--- config.mk ---
export PLATFORM = sky130hd
export DESIGN_NAME = csfs_switch
export DESIGN_NICKNAME = d
export VERILOG_FILES = /design/src/common/csfs_pkg.sv /design/src/verilog/csfs_switch.sv /design/src/verilog/csfs_cycle_timer.sv
export SDC_FILE = /design/constraint.sdc
export NUM_CORES = 2
export LEC_CHECK = 0
export BUFFER_PORTS_ARGS = -buffer_cell sky130_fd_sc_hd__buf_4
export CORE_MARGIN = 8
export CORE_UTILIZATION = 47
export DETAILED_ROUTE_END_ITERATION = 16
export GPL_TIMING_DRIVEN = 1
export PLACE_DENSITY = 0.7
export SYNTH_ARGS = -nofsm -noshare
export SYNTH_HDL_FRONTEND = slang
export SYNTH_HIERARCHICAL = 1
export SYNTH_SLANG_ARGS = --single-unit
--- constraint.sdc ---
create_clock -name core_clk_i -period 7.1 [get_ports core_clk_i]
set_clock_uncertainty 0.05 [all_clocks]
set_input_delay 0.355 -clock core_clk_i [delete_from_list [all_inputs] [get_ports core_clk_i]]
set_output_delay 0.355 -clock core_clk_i [all_outputs]
set_load 0.1 [all_outputs]
--- src/common/csfs_pkg.sv ---
package csfs_pkg;
	// clock and documented timing figures
	localparam int CLK_NS      = 20;
	localparam int PCC_MIN_US  = 250;
	localparam int ISO_MIN_US  = 125;
	localparam int JIT_MAX_NS  = 1000;
	// least periods round up, the jitter bound rounds down
	localparam int PCC_MIN_CYC = (PCC_MIN_US * 1000 + CLK_NS - 1) / CLK_NS;
	localparam int ISO_MIN_CYC = (ISO_MIN_US * 1000 + CLK_NS - 1) / CLK_NS;
	localparam int JIT_CYC     = JIT_MAX_NS / CLK_NS;

	// priority values
	localparam logic [2:0] PRIO_PCC = 3'h6;
	localparam logic [2:0] PRIO_MIN = 3'h1;

	// widths
	localparam int CW         = 16;
	localparam int DW         = 8;
	localparam int NODE_W     = 4;
	localparam int STEP_SHIFT = 4;
	localparam int STW        = STEP_SHIFT + 1;

	// one bit per time range of the cycle
	typedef struct packed {
		logic iso;
		logic pcc;
		logic std;
	} csfs_gate_s;

	// one byte of a frame with its delimiters
	typedef struct packed {
		logic          sof;
		logic          eof;
		logic [DW-1:0] data;
	} csfs_beat_s;

	// frame header, valid with the start beat
	typedef struct packed {
		logic [NODE_W-1:0] dst;
		logic [2:0]        prio;
		logic              iso;
	} csfs_hdr_s;
endpackage

--- src/verilog/csfs_switch.sv ---
// Contract
// - store-and-forward buffers a whole frame and queues it before sending any byte
// - queued frames leave highest priority first
// - a frame goes only to the port that reaches its destination node
// - cut-through forwards as soon as destination and port are resolved
// - cut-through latency is fixed and independent of frame length
// - busy outgoing link makes a cut-through frame buffered and queued by priority
// - every cycle has exactly three consecutive ranges
// - only isochronous frames in the iso range, its length in send-clock steps
// - cyclic real-time frames carry priority 6 and go first in their range
// - priority values 1 to 7 are accepted
// - standard traffic only in the remaining interval
// - real-time and standard traffic stay out of the reserved iso bandwidth
// - cyclic real-time update periods are at least 250 us
// - iso update periods down to 125 us, send-clock jitter under 1 us
// - slaves align their cycle to the sync master clock
// - the device can act as sync master or as sync slave
// - losing the sync master fails the isochronous exchange
// - iso frames leave at planned instants of the cycle
`timescale 1ns/100ps
module csfs_switch #(
	parameter int NPORT       = 4,
	parameter int NODES       = 16,
	parameter int NSLOT       = 4,
	parameter int MAXLEN      = 64,
	parameter int CW          = csfs_pkg::CW,
	parameter int PCC_MIN_CYC = csfs_pkg::PCC_MIN_CYC,
	parameter int ISO_MIN_CYC = csfs_pkg::ISO_MIN_CYC,
	localparam int PW         = $clog2(NPORT),
	localparam int SW         = $clog2(NSLOT),
	localparam int LW         = $clog2(MAXLEN) + 1
) (
	input  wire logic                     core_clk_i,
	input  wire logic                     nrst_i,
	input  wire logic                     ce_i,
	input  wire logic                     cut_through_i,
	input  wire logic                     sync_master_i,
	input  wire logic                     sync_pin_i,
	input  wire logic [CW-1:0]            cycle_len_i,
	input  wire logic [csfs_pkg::STW-1:0] iso_steps_i,
	input  wire logic [CW-1:0]            pcc_len_i,
	input  wire logic [CW-1:0]            iso_slot_i,
	input  wire logic [NODES*PW-1:0]      route_map_i,
	input  wire logic                     in_valid_i,
	input  wire csfs_pkg::csfs_beat_s     in_beat_i,
	input  wire csfs_pkg::csfs_hdr_s      in_hdr_i,
	input  wire logic [NPORT-1:0]         link_busy_i,
	output logic                          in_ready_o,
	output logic [NPORT-1:0]              out_valid_o,
	output csfs_pkg::csfs_beat_s          out_beat_o,
	output csfs_pkg::csfs_gate_s          gate_o,
	output logic                          sync_out_o,
	output logic                          iso_fail_o,
	output logic                          drop_o
);
	typedef enum logic [1:0] {IN_IDLE, IN_STORE, IN_CUT, IN_DROP} csfs_in_e;
	typedef enum logic {EG_IDLE, EG_SEND} csfs_eg_e;

	localparam logic [LW-1:0] LAST = LW'(MAXLEN - 1);

	// output port that reaches a node
	function automatic logic [PW-1:0] route(input logic [csfs_pkg::NODE_W-1:0] dst,
	                                        input logic [NODES*PW-1:0] map);
		route = map[dst*PW +: PW];
	endfunction

	// one-hot valid for a port
	function automatic logic [NPORT-1:0] port_dec(input logic [PW-1:0] p);
		port_dec = NPORT'(1) << p;
	endfunction

	// priority 0 is lifted to the lowest accepted value
	function automatic logic [2:0] prio_n(input logic [2:0] p);
		prio_n = (p < csfs_pkg::PRIO_MIN) ? csfs_pkg::PRIO_MIN : p;
	endfunction

	// may a frame of this class start now
	function automatic logic elig(input csfs_pkg::csfs_gate_s g, input logic iso,
	                              input logic [2:0] prio, input logic [CW-1:0] cnt,
	                              input logic [CW-1:0] slot);
		if (iso) begin
			elig = g.iso && cnt >= slot;
		end else begin
			elig = (g.pcc && prio == csfs_pkg::PRIO_PCC) || g.std;
		end
	endfunction

	csfs_in_e             in_st;
	csfs_eg_e             eg_st;
	logic                 sync_m;
	logic                 sync_s;
	logic                 sync_d;
	logic                 sync_rise;
	logic [CW-1:0]        t_cnt;
	csfs_pkg::csfs_gate_s t_gate;
	logic                 t_start;
	logic                 t_fail;
	logic [csfs_pkg::DW-1:0] mem [NSLOT*MAXLEN];
	logic [NSLOT-1:0]     used;
	logic [LW-1:0]        s_len [NSLOT];
	logic [2:0]           s_prio [NSLOT];
	logic [PW-1:0]        s_port [NSLOT];
	logic [NSLOT-1:0]     s_iso;
	logic [SW-1:0]        wslot;
	logic [LW-1:0]        wptr;
	logic [PW-1:0]        c_port;
	logic [SW-1:0]        eg_slot;
	logic [LW-1:0]        rptr;
	logic [PW-1:0]        eg_port;
	logic                 acc;
	logic                 first;
	logic [PW-1:0]        r_port;
	logic [2:0]           h_prio;
	logic                 has_free;
	logic [SW-1:0]        free_idx;
	logic                 cut_go;
	logic                 pick_ok;
	logic [SW-1:0]        pick;
	logic                 eg_go;
	logic                 new_buf;
	logic                 wr_en;
	logic [SW-1:0]        wr_slot;
	logic [LW-1:0]        wr_ptr;
	logic                 commit;
	logic                 better;

	// sync pin passes two flip-flops, then its rising edge is taken
	always_ff @(posedge core_clk_i or negedge nrst_i) begin
		if (!nrst_i) begin
			sync_m <= 1'b0;
			sync_s <= 1'b0;
			sync_d <= 1'b0;
		end else if (ce_i) begin
			sync_m <= sync_pin_i;
			sync_s <= sync_m;
			sync_d <= sync_s;
		end
	end
	assign sync_rise = sync_s & ~sync_d;

	// cycle counter and range gates
	csfs_cycle_timer #(
		.CW          (CW),
		.PCC_MIN_CYC (PCC_MIN_CYC),
		.ISO_MIN_CYC (ISO_MIN_CYC)
	) u_timer (
		.core_clk_i  (core_clk_i),
		.nrst_i      (nrst_i),
		.ce_i        (ce_i),
		.master_i    (sync_master_i),
		.sync_i      (sync_rise),
		.cycle_len_i (cycle_len_i),
		.iso_steps_i (iso_steps_i),
		.pcc_len_i   (pcc_len_i),
		.cnt_o       (t_cnt),
		.gate_o      (t_gate),
		.start_o     (t_start),
		.fail_o      (t_fail)
	);

	// master drives its cycle start out, both roles report range and sync state
	always_ff @(posedge core_clk_i or negedge nrst_i) begin
		if (!nrst_i) begin
			sync_out_o <= 1'b0;
			gate_o <= '{iso: 1'b0, pcc: 1'b0, std: 1'b1};
			iso_fail_o <= 1'b0;
		end else if (ce_i) begin
			sync_out_o <= sync_master_i & t_start;
			gate_o <= t_gate;
			iso_fail_o <= t_fail;
		end
	end

	// header decode and free buffer search
	always_comb begin
		acc = in_valid_i & in_ready_o;
		first = acc && in_st == IN_IDLE && in_beat_i.sof;
		r_port = route(in_hdr_i.dst, route_map_i);
		h_prio = prio_n(in_hdr_i.prio);
		has_free = 1'b0;
		free_idx = '0;
		for (int i = NSLOT - 1; i >= 0; i--) begin
			if (!used[i] && !(in_st == IN_STORE && wslot == SW'(i))) begin
				has_free = 1'b1;
				free_idx = SW'(i);
			end
		end
	end

	// cut through only on an idle link with the frame's range open
	assign cut_go = first && cut_through_i && !link_busy_i[r_port] && eg_st == EG_IDLE
		&& elig(t_gate, in_hdr_i.iso, h_prio, t_cnt, iso_slot_i);

	// pick the highest priority queued frame that may start now
	always_comb begin
		pick_ok = 1'b0;
		pick = '0;
		for (int i = 0; i < NSLOT; i++) begin
			if (used[i] && !link_busy_i[s_port[i]]
			    && elig(t_gate, s_iso[i], s_prio[i], t_cnt, iso_slot_i)) begin
				if (!pick_ok || s_prio[i] > s_prio[pick]) begin
					pick_ok = 1'b1;
					pick = SW'(i);
				end
			end
		end
	end
	assign eg_go = eg_st == EG_IDLE && pick_ok && in_st != IN_CUT && !cut_go;

	// buffer write and commit of a complete frame
	assign new_buf = first && !cut_go && has_free;
	assign wr_en = new_buf || (acc && in_st == IN_STORE && wptr <= LAST);
	assign wr_slot = new_buf ? free_idx : wslot;
	assign wr_ptr = new_buf ? '0 : wptr;
	assign commit = wr_en && in_beat_i.eof;

	// ingress frame handling
	always_ff @(posedge core_clk_i or negedge nrst_i) begin
		if (!nrst_i) begin
			in_st <= IN_IDLE;
			wslot <= '0;
			wptr <= '0;
			c_port <= '0;
			drop_o <= 1'b0;
		end else if (ce_i) begin
			drop_o <= 1'b0;
			if (acc) begin
				case (in_st)
					IN_IDLE: if (in_beat_i.sof) begin
						c_port <= r_port;
						if (cut_go) begin
							in_st <= in_beat_i.eof ? IN_IDLE : IN_CUT;
						end else if (has_free) begin
							wslot <= free_idx;
							wptr <= LW'(1);
							in_st <= in_beat_i.eof ? IN_IDLE : IN_STORE;
						end else begin
							drop_o <= 1'b1;
							in_st <= in_beat_i.eof ? IN_IDLE : IN_DROP;
						end
					end
					IN_STORE: begin
						wptr <= wptr + 1'b1;
						if (in_beat_i.eof) begin
							in_st <= IN_IDLE;
						end else if (wptr == LAST) begin
							drop_o <= 1'b1;
							in_st <= IN_DROP;
						end
					end
					IN_CUT, IN_DROP: if (in_beat_i.eof) begin
						in_st <= IN_IDLE;
					end
					default: in_st <= IN_IDLE;
				endcase
			end
		end
	end

	// a started frame is always taken to its end, a new one needs a free buffer
	always_ff @(posedge core_clk_i or negedge nrst_i) begin
		if (!nrst_i) begin
			in_ready_o <= 1'b0;
		end else if (ce_i) begin
			in_ready_o <= in_st != IN_IDLE || has_free;
		end
	end

	// frame buffer memory
	always_ff @(posedge core_clk_i) begin
		if (ce_i && wr_en) begin
			mem[{wr_slot, wr_ptr[LW-2:0]}] <= in_beat_i.data;
		end
	end

	// queue table: set on commit, cleared when the last byte leaves
	always_ff @(posedge core_clk_i or negedge nrst_i) begin
		if (!nrst_i) begin
			used <= '0;
			s_iso <= '0;
			for (int i = 0; i < NSLOT; i++) begin
				s_len[i] <= '0;
				s_prio[i] <= '0;
				s_port[i] <= '0;
			end
		end else if (ce_i) begin
			if (eg_st == EG_SEND && rptr == s_len[eg_slot] - 1'b1) begin
				used[eg_slot] <= 1'b0;
			end
			if (commit) begin
				used[wr_slot] <= 1'b1;
				s_len[wr_slot] <= wr_ptr + 1'b1;
				s_prio[wr_slot] <= new_buf ? h_prio : s_prio[wr_slot];
				s_port[wr_slot] <= new_buf ? r_port : c_port;
				s_iso[wr_slot] <= new_buf ? in_hdr_i.iso : s_iso[wr_slot];
			end else if (new_buf) begin
				s_prio[wr_slot] <= h_prio;
				s_iso[wr_slot] <= in_hdr_i.iso;
			end
		end
	end

	// egress reader for queued frames
	always_ff @(posedge core_clk_i or negedge nrst_i) begin
		if (!nrst_i) begin
			eg_st <= EG_IDLE;
			eg_slot <= '0;
			rptr <= '0;
			eg_port <= '0;
		end else if (ce_i) begin
			case (eg_st)
				EG_IDLE: if (eg_go) begin
					eg_slot <= pick;
					eg_port <= s_port[pick];
					rptr <= '0;
					eg_st <= EG_SEND;
				end
				EG_SEND: begin
					rptr <= rptr + 1'b1;
					if (rptr == s_len[eg_slot] - 1'b1) begin
						eg_st <= EG_IDLE;
					end
				end
				default: eg_st <= EG_IDLE;
			endcase
		end
	end

	// output stage: queued bytes or cut-through bytes, one register deep
	always_ff @(posedge core_clk_i or negedge nrst_i) begin
		if (!nrst_i) begin
			out_valid_o <= '0;
			out_beat_o <= '0;
		end else if (ce_i) begin
			out_valid_o <= '0;
			if (eg_st == EG_SEND) begin
				out_valid_o <= port_dec(eg_port);
				out_beat_o.sof <= rptr == '0;
				out_beat_o.eof <= rptr == s_len[eg_slot] - 1'b1;
				out_beat_o.data <= mem[{eg_slot, rptr[LW-2:0]}];
			end else if (cut_go || (acc && in_st == IN_CUT)) begin
				out_valid_o <= port_dec(cut_go ? r_port : c_port);
				out_beat_o <= in_beat_i;
			end
		end
	end

	// any eligible queued frame of higher priority than the one picked
	always_comb begin
		better = 1'b0;
		for (int i = 0; i < NSLOT; i++) begin
			if (used[i] && !link_busy_i[s_port[i]] && s_prio[i] > s_prio[pick]
			    && elig(t_gate, s_iso[i], s_prio[i], t_cnt, iso_slot_i)) begin
				better = 1'b1;
			end
		end
	end

	store_first_a: assert property (@(posedge core_clk_i) disable iff (!nrst_i)
		(ce_i && eg_go) |-> (used[pick] && !(in_st == IN_STORE && wslot == pick)))
		else $error("frame sent before fully stored");
	prio_pick_a: assert property (@(posedge core_clk_i) disable iff (!nrst_i)
		(ce_i && eg_go) |-> !better)
		else $error("lower priority frame sent first");
	one_port_a: assert property (@(posedge core_clk_i) disable iff (!nrst_i)
		(|out_valid_o) |-> $onehot(out_valid_o))
		else $error("frame flooded to several ports");
	cut_pass_a: assert property (@(posedge core_clk_i) disable iff (!nrst_i)
		(ce_i && cut_go) |=> (out_valid_o == port_dec($past(r_port)) && out_beat_o == $past(in_beat_i)))
		else $error("cut-through byte not forwarded next cycle");
	cut_delay_a: assert property (@(posedge core_clk_i) disable iff (!nrst_i)
		(ce_i && acc && in_st == IN_CUT) |=> (out_beat_o == $past(in_beat_i) && |out_valid_o))
		else $error("cut-through latency not fixed");
	busy_queue_a: assert property (@(posedge core_clk_i) disable iff (!nrst_i)
		(ce_i && first && link_busy_i[r_port] && has_free) |=> in_st == IN_STORE || $past(in_beat_i.eof))
		else $error("busy link frame not buffered");
	iso_only_a: assert property (@(posedge core_clk_i) disable iff (!nrst_i)
		(ce_i && eg_go && t_gate.iso) |-> s_iso[pick])
		else $error("non-iso frame in iso range");
	pcc_prio_a: assert property (@(posedge core_clk_i) disable iff (!nrst_i)
		(ce_i && eg_go && t_gate.pcc) |-> (s_prio[pick] == csfs_pkg::PRIO_PCC && !s_iso[pick]))
		else $error("wrong class in real-time range");
	prio_range_a: assert property (@(posedge core_clk_i) disable iff (!nrst_i)
		(ce_i && new_buf) |=> s_prio[$past(free_idx)] >= csfs_pkg::PRIO_MIN)
		else $error("priority outside accepted range");
	std_window_a: assert property (@(posedge core_clk_i) disable iff (!nrst_i)
		(ce_i && eg_go && !s_iso[pick] && s_prio[pick] != csfs_pkg::PRIO_PCC) |-> t_gate.std)
		else $error("standard frame outside remaining interval");
	iso_plan_a: assert property (@(posedge core_clk_i) disable iff (!nrst_i)
		(ce_i && eg_go && s_iso[pick]) |-> (t_cnt >= iso_slot_i && t_gate.iso))
		else $error("iso frame off its planned instant");
endmodule

--- src/verilog/csfs_cycle_timer.sv ---
`timescale 1ns/100ps
module csfs_cycle_timer #(
	parameter int CW          = csfs_pkg::CW,
	parameter int PCC_MIN_CYC = csfs_pkg::PCC_MIN_CYC,
	parameter int ISO_MIN_CYC = csfs_pkg::ISO_MIN_CYC
) (
	input  wire logic                     core_clk_i,
	input  wire logic                     nrst_i,
	input  wire logic                     ce_i,
	input  wire logic                     master_i,
	input  wire logic                     sync_i,
	input  wire logic [CW-1:0]            cycle_len_i,
	input  wire logic [csfs_pkg::STW-1:0] iso_steps_i,
	input  wire logic [CW-1:0]            pcc_len_i,
	output logic [CW-1:0]                 cnt_o,
	output csfs_pkg::csfs_gate_s          gate_o,
	output logic                          start_o,
	output logic                          fail_o
);
	localparam logic [CW-1:0] PCC_MIN = CW'(PCC_MIN_CYC);
	localparam logic [CW-1:0] ISO_MIN = CW'(ISO_MIN_CYC);
	localparam logic [CW:0]   JIT     = (CW+1)'(csfs_pkg::JIT_CYC);

	logic [CW-1:0] len;
	logic [CW-1:0] step;
	logic [CW-1:0] iso_end;
	logic [CW-1:0] pcc_end;
	logic [CW:0]   wd;

	// cycle length clamped to the shortest update period, iso range in send-clock steps
	always_comb begin
		len = cycle_len_i;
		if (iso_steps_i != '0 && len < ISO_MIN) begin
			len = ISO_MIN;
		end else if (iso_steps_i == '0 && len < PCC_MIN) begin
			len = PCC_MIN;
		end
		step = len >> csfs_pkg::STEP_SHIFT;
		iso_end = CW'(step * iso_steps_i);
		pcc_end = iso_end + pcc_len_i;
	end

	// master runs free, slave restarts on every sync pulse and flywheels between
	always_ff @(posedge core_clk_i or negedge nrst_i) begin
		if (!nrst_i) begin
			cnt_o <= '0;
			start_o <= 1'b0;
		end else if (ce_i) begin
			start_o <= 1'b0;
			if ((!master_i && sync_i) || cnt_o >= len - 1'b1) begin
				cnt_o <= '0;
				start_o <= 1'b1;
			end else begin
				cnt_o <= cnt_o + 1'b1;
			end
		end
	end

	// three consecutive ranges: iso, cyclic real-time, remaining standard
	always_ff @(posedge core_clk_i or negedge nrst_i) begin
		if (!nrst_i) begin
			gate_o <= '{iso: 1'b0, pcc: 1'b0, std: 1'b1};
		end else if (ce_i) begin
			gate_o.iso <= cnt_o < iso_end;
			gate_o.pcc <= cnt_o >= iso_end && cnt_o < pcc_end;
			gate_o.std <= cnt_o >= iso_end && cnt_o >= pcc_end;
		end
	end

	// loss of the sync master fails the isochronous exchange until sync returns
	always_ff @(posedge core_clk_i or negedge nrst_i) begin
		if (!nrst_i) begin
			wd <= '0;
			fail_o <= 1'b0;
		end else if (ce_i) begin
			if (master_i || sync_i) begin
				wd <= '0;
				fail_o <= 1'b0;
			end else if (wd > {1'b0, len} + JIT) begin
				fail_o <= iso_steps_i != '0;
			end else begin
				wd <= wd + 1'b1;
			end
		end
	end

	sync_align_a: assert property (@(posedge core_clk_i) disable iff (!nrst_i)
		(ce_i && !master_i && sync_i) |=> (cnt_o == '0 && start_o))
		else $error("slave cycle not realigned to sync");
	loss_fail_a: assert property (@(posedge core_clk_i) disable iff (!nrst_i)
		(ce_i && !master_i && !sync_i && iso_steps_i != '0 && wd > {1'b0, len} + JIT) |=> fail_o)
		else $error("sync loss not flagged");
	range_onehot_a: assert property (@(posedge core_clk_i) disable iff (!nrst_i)
		$onehot(gate_o))
		else $error("time ranges overlap or missing");
	min_period_a: assert property (@(posedge core_clk_i) disable iff (!nrst_i)
		(iso_steps_i == '0) |-> len >= PCC_MIN)
		else $error("cyclic period below minimum");
endmodule

Word level (Yosys, flattened, before mapping)
Memory sizes are Yosys's and may differ from the RTL's.
Index checks and enable logic that the tools add are counted.
- register bits: 143
- memory bits (writable): 2048
- input bits: 114
- output and inout bits: 21
- memories: 1
- $add $sub $neg: 9
- multiply operators: 1
- magnitude comparators: 29
- equal/unequal tests: 21
- shift operators: 3
- multiplexer cells: 123
- bitwise gates (word level): 14
- reduce and logical (&&, ||, !) cells: 100
- memory list (name ; words ; width ; read ports ; clocked after memory_dff ; write ports ; RTL line ; text):
    mem ; 256 ; 8 ; 1 ; 0 ; 1 ; csfs_switch.sv:98 ; logic [csfs_pkg::DW-1:0] mem [NSLOT*MAXLEN];
- operators by type and width (kind ; count):
    $ge A16 B16 Y1 ; 4
    $mux W7 ; 8
    $mux W16 ; 3
    $logic_and A1 B1 Y1 ; 47
    $mux W2 ; 22
    $mux W1 ; 41
    $mux W17 ; 2
    $lt A16 B16 Y1 ; 2
    $shiftx A32 B6 Y2 ; 1
    $bwmux W28 ; 1
    $mux W4 ; 7
    $pmux W7 S2 ; 2
    $mux W3 ; 9
    $bwmux W12 ; 2
    $mux W12 ; 2
    $add A7 B1 Y7 const B ; 3
    $lt A2 B3 Y1 const B ; 7
    $mux W10 ; 2
    $bmux W3 S2 ; 3
    $logic_not A1 Y1 ; 18
    $add A16 B6 Y17 const B ; 1
    $add A17 B1 Y17 const B ; 1
    $gt A17 B17 Y1 ; 1
    $add A16 B1 Y16 const B ; 1
    49 further kinds ; 110

Depth between registers and ports, before layout
- word-level depth: 31
- depth in mapped cells: 34

Hierarchy
The synthesis kept the hierarchy.
- modules (own cells, without submodules) (module ; times used ; cells each ; area each (um2) ; sequential area each (um2)):
    csfs_switch ; 1 ; 3882 ; 85378.1 ; 64127.8
    csfs_cycle_timer ; 1 ; 824 ; 6690.2 ; 952.2

Worst setup path after synthesis
OpenSTA, ideal clock, no wires.
- kind: input port to flip-flop
- start: in cycle_len_i[10]
- end: reg u_timer/gate_o[0] (netlist bit)
- setup time: 0.060 ns
- data arrival time: 7.578 ns
- required time: 6.990 ns
- setup slack: -0.588 ns
- stages on the path: 32
- path buffers: 2
- cell sequence: buf_2 > nor2_4 > nand2_1 > o311a_1 > or2_2 > clkbuf_1 > a21oi_1 > nand2_1 > fa_1 > fa_1 > fa_1 > inv_1 > ha_1 > nor2b_1 > o21ai_0 > a21boi_0 > o21a_1 > or2_2 > a31oi_1 > xnor2_1 > ha_1 > a21oi_1 > o21ai_0 > o41ai_1 > o21ai_0 > xor3_1 > ha_1 > nand3_1 > nor4_1 > o21ai_0 > o21bai_1 > o221a_2
- word-level cells in the longest chain between the ends: 8
- elaborated cells on any way between the ends: 11
- RTL lines (item ; RTL line ; text):
    start: declaration ; csfs_switch.sv:39 ; input wire logic [CW-1:0] cycle_len_i,
    $lt A16 B14 Y1 ; csfs_cycle_timer.sv:35 ; end else if (iso_steps_i == '0 && len < PCC_MIN) begin
    $logic_and A1 B1 Y1 ; csfs_cycle_timer.sv:35 ;
    $mux W16 ; csfs_cycle_timer.sv:35 ;
    $mux W16 * ; csfs_cycle_timer.sv:33 ; if (iso_steps_i != '0 && len < ISO_MIN) begin
    $mul A12 B5 Y16 * ; csfs_cycle_timer.sv:39 ; iso_end = CW'(step * iso_steps_i);
    $add A16 B16 Y16 ; csfs_cycle_timer.sv:40 ; pcc_end = iso_end + pcc_len_i;
    $ge A16 B16 Y1 ; csfs_cycle_timer.sv:66 ; gate_o.std <= cnt_o >= iso_end && cnt_o >= pcc_end;
    $logic_and A1 B1 Y1 * ; csfs_cycle_timer.sv:66 ;
    end signal: assignment ; csfs_cycle_timer.sv:62 ; gate_o <= '{iso: 1'b0, pcc: 1'b0, std: 1'b1};
    end: declaration ; csfs_cycle_timer.sv:16 ; output csfs_pkg::csfs_gate_s gate_o,
Every way passes the cells marked *; elsewhere a longest branch is shown, timed or not.
A chain may end at the register's enable or synchronous reset.

Final worst setup path
- start: in cycle_len_i[2]
- end: reg u_timer/gate_o[0] (netlist bit)
The elaborated chain is that of the path after synthesis.

==> qor.yml <==
power_per_cell_area_nw_per_um2: 360.2
synth_top_area_cell: "edfxtp_1"
ys_ff_latch: 2191
synth-edff-count: 2048
cp-start-kind: "input port"
hold_class: "in -> reg"
rsz0062_at_grt: "false"
maxCapViolCount: 0
vdd_drop_max_mv: 0.2799
grt_pass1_wl_um: 327200
drc: 0
drtAntennaViolNets: 0
grt.total_usage_pct: 20.87
grt_max_degree: 156
worstHoldEndpoint: "mem[94][4]$_DFFE_PP_"
yosys-top-cells-area: "edfxtp_1, mux4_2, dfrtp_1, ha_1, nor2_1"
clkLatencyLatePin_ns: 0.86
reg2reg_to: "eg_port[0]$_DFFE_PN0P_"
worst-r2r-cell-count: 23
final_area_um2: 104100
area_growth_pct: 13.09
synthArstFlopShare_pct: 6.527
drive_gt1_share_pct: 26.98
crit_arrival_ns: 7.28
cts_max_path_buffers: 3
cts.clk_slew.worst_paths_ns: 0.06
fin_cells: 7797
die_area_um2: 210300
critPathMaxFanout: 4
antenna_found_initial: 11
start_util_pct: 47.27
synth_fp_nets: 4993
grt_pass1_vias: 47580
cp_common_cell: "buf_4"
synth_most_common_cell: "edfxtp_1"
synth.avg_cell_area_um2: 19.56
synth-seq-area-share_pct: 70.69
wl_um: 222100
place_inst: 7397
die_w_um: 458.6
final_nets: 5281
worstMarginPinSlew_ns: 1.263
coreArea_um2: 194800
timing.final.crit_share_pct: 92.37
netlist_top_cells_count: "edfxtp_1, mux4_2, nor2_1"
cts_root_buf: "clkbuf_16"
rrSetupSlack_ns: 0.61
cts_tree: "built"
yosys_warnings: 6
preCtsSetupSlack_ns: -0.2907
numCtsBuffers: 209
status: "finished, final reports clean"
overflow: 0
ys_types: 92
dieHeight_um: 458.6
drtPass1Iterations: 5
synth_area_um2: 92070
min_delay_path_depth: 1
syn_inst: 4706
dpl-instance-area_um2: 97110
relSlewSlack_pct: 15.50
cts_num_sinks: 2191
synth_ff_type: "edfxtp_1"
synth_top_area_share_pct: 66.80
gp_congestion: 0.8865
via_per_inst: 6.038
setup-violations-final: 0
min_period_ns: 6.558
drtIter0Drc: 5429
crit_type: "in -> reg"
num_vias: 47080
drt-wirelength-per-cell_um: 28.48
finalHoldViolCount: 0
cp.required_ns: 7.82
cts.htree.levels: 4
cpMaxStageDelayCell: "fa_1"
port_buffers: 134
num_rows: 162
p_leak_nw: 34.06
min-delay-start: "in_beat_i[4]"
layout_setup_ws_ns: 0.5416
end_kind: "flip-flop"
drv_slew: 0
slowest_delay_ns: 0.57
dpl.hpwl_um: 137000
rr_startpoint: "u_timer/cnt_o[1]$_DFFE_PN0P_"
fmax_mhz: 152.5
cts_setup_buffers: 0
ios: 135
==> layout by cell type (no fill, tap or decap), types with 22 or more instances in the layout <==
master | synthesis | layout
nor3_1 | 26 | 26
xor2_1 | 47 | 47
and3_1 | 22 | 22
xnor2_1 | 40 | 39
and2_1 | 34 | 34
mux2_2 | 42 | 42
a21o_1 | 36 | 36
o21ai_0 | 71 | 67
nand3_1 | 48 | 48
mux4_2 | 699 | 699
clkinv_1 | 0 | 52
fa_1 | 30 | 30
nand2_1 | 152 | 136
inv_1 | 124 | 124
clkinv_2 | 0 | 24
mux2i_1 | 25 | 25
ha_1 | 143 | 142
clkbuf_16 | 0 | 211
bufinv_16 | 0 | 22
a21oi_1 | 77 | 75
buf_4 | 2 | 286
dfrtp_1 | 141 | 135
nand2b_1 | 23 | 23
nor2_1 | 365 | 362
clkbuf_1 | 168 | 49
edfxtp_1 | 2048 | 2048
==> power breakdown <==
group	switching [mW]	total [mW]	internal, mW
Combinational	6.10	11.5	5.38
Sequential	0.497	14.9	14.4
Clock	4.80	11.1	6.33
==> worst max-delay path, delay by kind of cell <==
kind	cells	cell delay, ns
compound gates	12	2.38
xor+xnor	2	0.44
fa+ha+maj	6	2.41
buf+inv	5	0.69
simple gates	6	0.99
==> layout make-up <==
class	count	area (um^2)
Antenna cell	3	7.507
Clock buffer	265	5533
Clock inverter	122	1360
Fill cell	14720	90670
Inverter	126	473.0
Multi-Input combinational cell	2145	25670
Sequential cell	2191	65100
Tap cell	2624	3283
Timing Repair Buffer	321	2690
==> stage by stage <==
stage               hold slack, ns  utilization, %  power, mW  setup TNS (ns)
detailed placement          0.4233           49.86      26.67         -0.5252
finish                    0.005298           53.45      37.50               0
floorplan                 0.009409               -      22.68               0
global placement            0.4132           49.86      26.57         -0.4176
global route               0.01695           53.45      38.85               0
CTS                        0.01066           53.45      37.72               0
==> cell families after synthesis <==
| group | Yosys count | share of synthesized area [%] |
|---|---|---|
| AOI/OAI and AO/OA | 337 | 2.480 |
| and+or+nand+nor | 772 | 3.816 |
| muxes | 774 | 17.98 |
| xor gates and xnor gates | 89 | 0.8711 |
| adders and majority gates | 173 | 2.596 |
| buffers and inverters | 370 | 1.568 |
| DFF | 2191 | 70.69 |
==> how the worst max path moves through the flow <==
stage	startpoint	endpoint
2_1_floorplan	cycle_len_i[9]	u_timer/gate_o[0]$_DFFE_PN1P_
3_3_place_gp	cycle_len_i[2]	u_timer/gate_o[0]$_DFFE_PN1P_
3_5_place_dp	cycle_len_i[2]	u_timer/gate_o[0]$_DFFE_PN1P_
4_1_cts	u_timer/cnt_o[1]$_DFFE_PN0P_	eg_port[0]$_DFFE_PN0P_
5_1_grt	cycle_len_i[2]	u_timer/gate_o[0]$_DFFE_PN1P_
6_report	cycle_len_i[2]	u_timer/gate_o[0]$_DFFE_PN1P_
==> registers in the layout (all words and copies together), names as in the netlist, 2 cells and up <==
signal	flops
s_len	28
used	4
u_timer/wd	17
u_timer/cnt_o	16
wptr	7
rptr	7
gate_o	3
s_port	8
wslot	2
c_port	2
out_beat_o	10
mem	2048
in_st	2
s_prio	12
s_iso	4
eg_slot	2
eg_port	2
u_timer/gate_o	3
out_valid_o	4
==> repair_timing <==
| action | 4_1_cts | 5_1_grt |
|---|---|---|
| hold buffers | 10 | 0 |
| endpoints found under the setup margin | 0 | 1 |
| hold endpoints to repair | 103 | 0 |
| gates resized for setup | 0 | 1 |
==> layer usage <==
metal,vias up,share of wire [%],track usage [%]
met3,349,9.1,4.620
met1,24810,40,29.26
met2,2115,48,33.31
met5,-,0.010,0
met4,4,2.9,5.887
li1,19800,-,-
No activity file was read; power rests on OpenSTA's default activity.
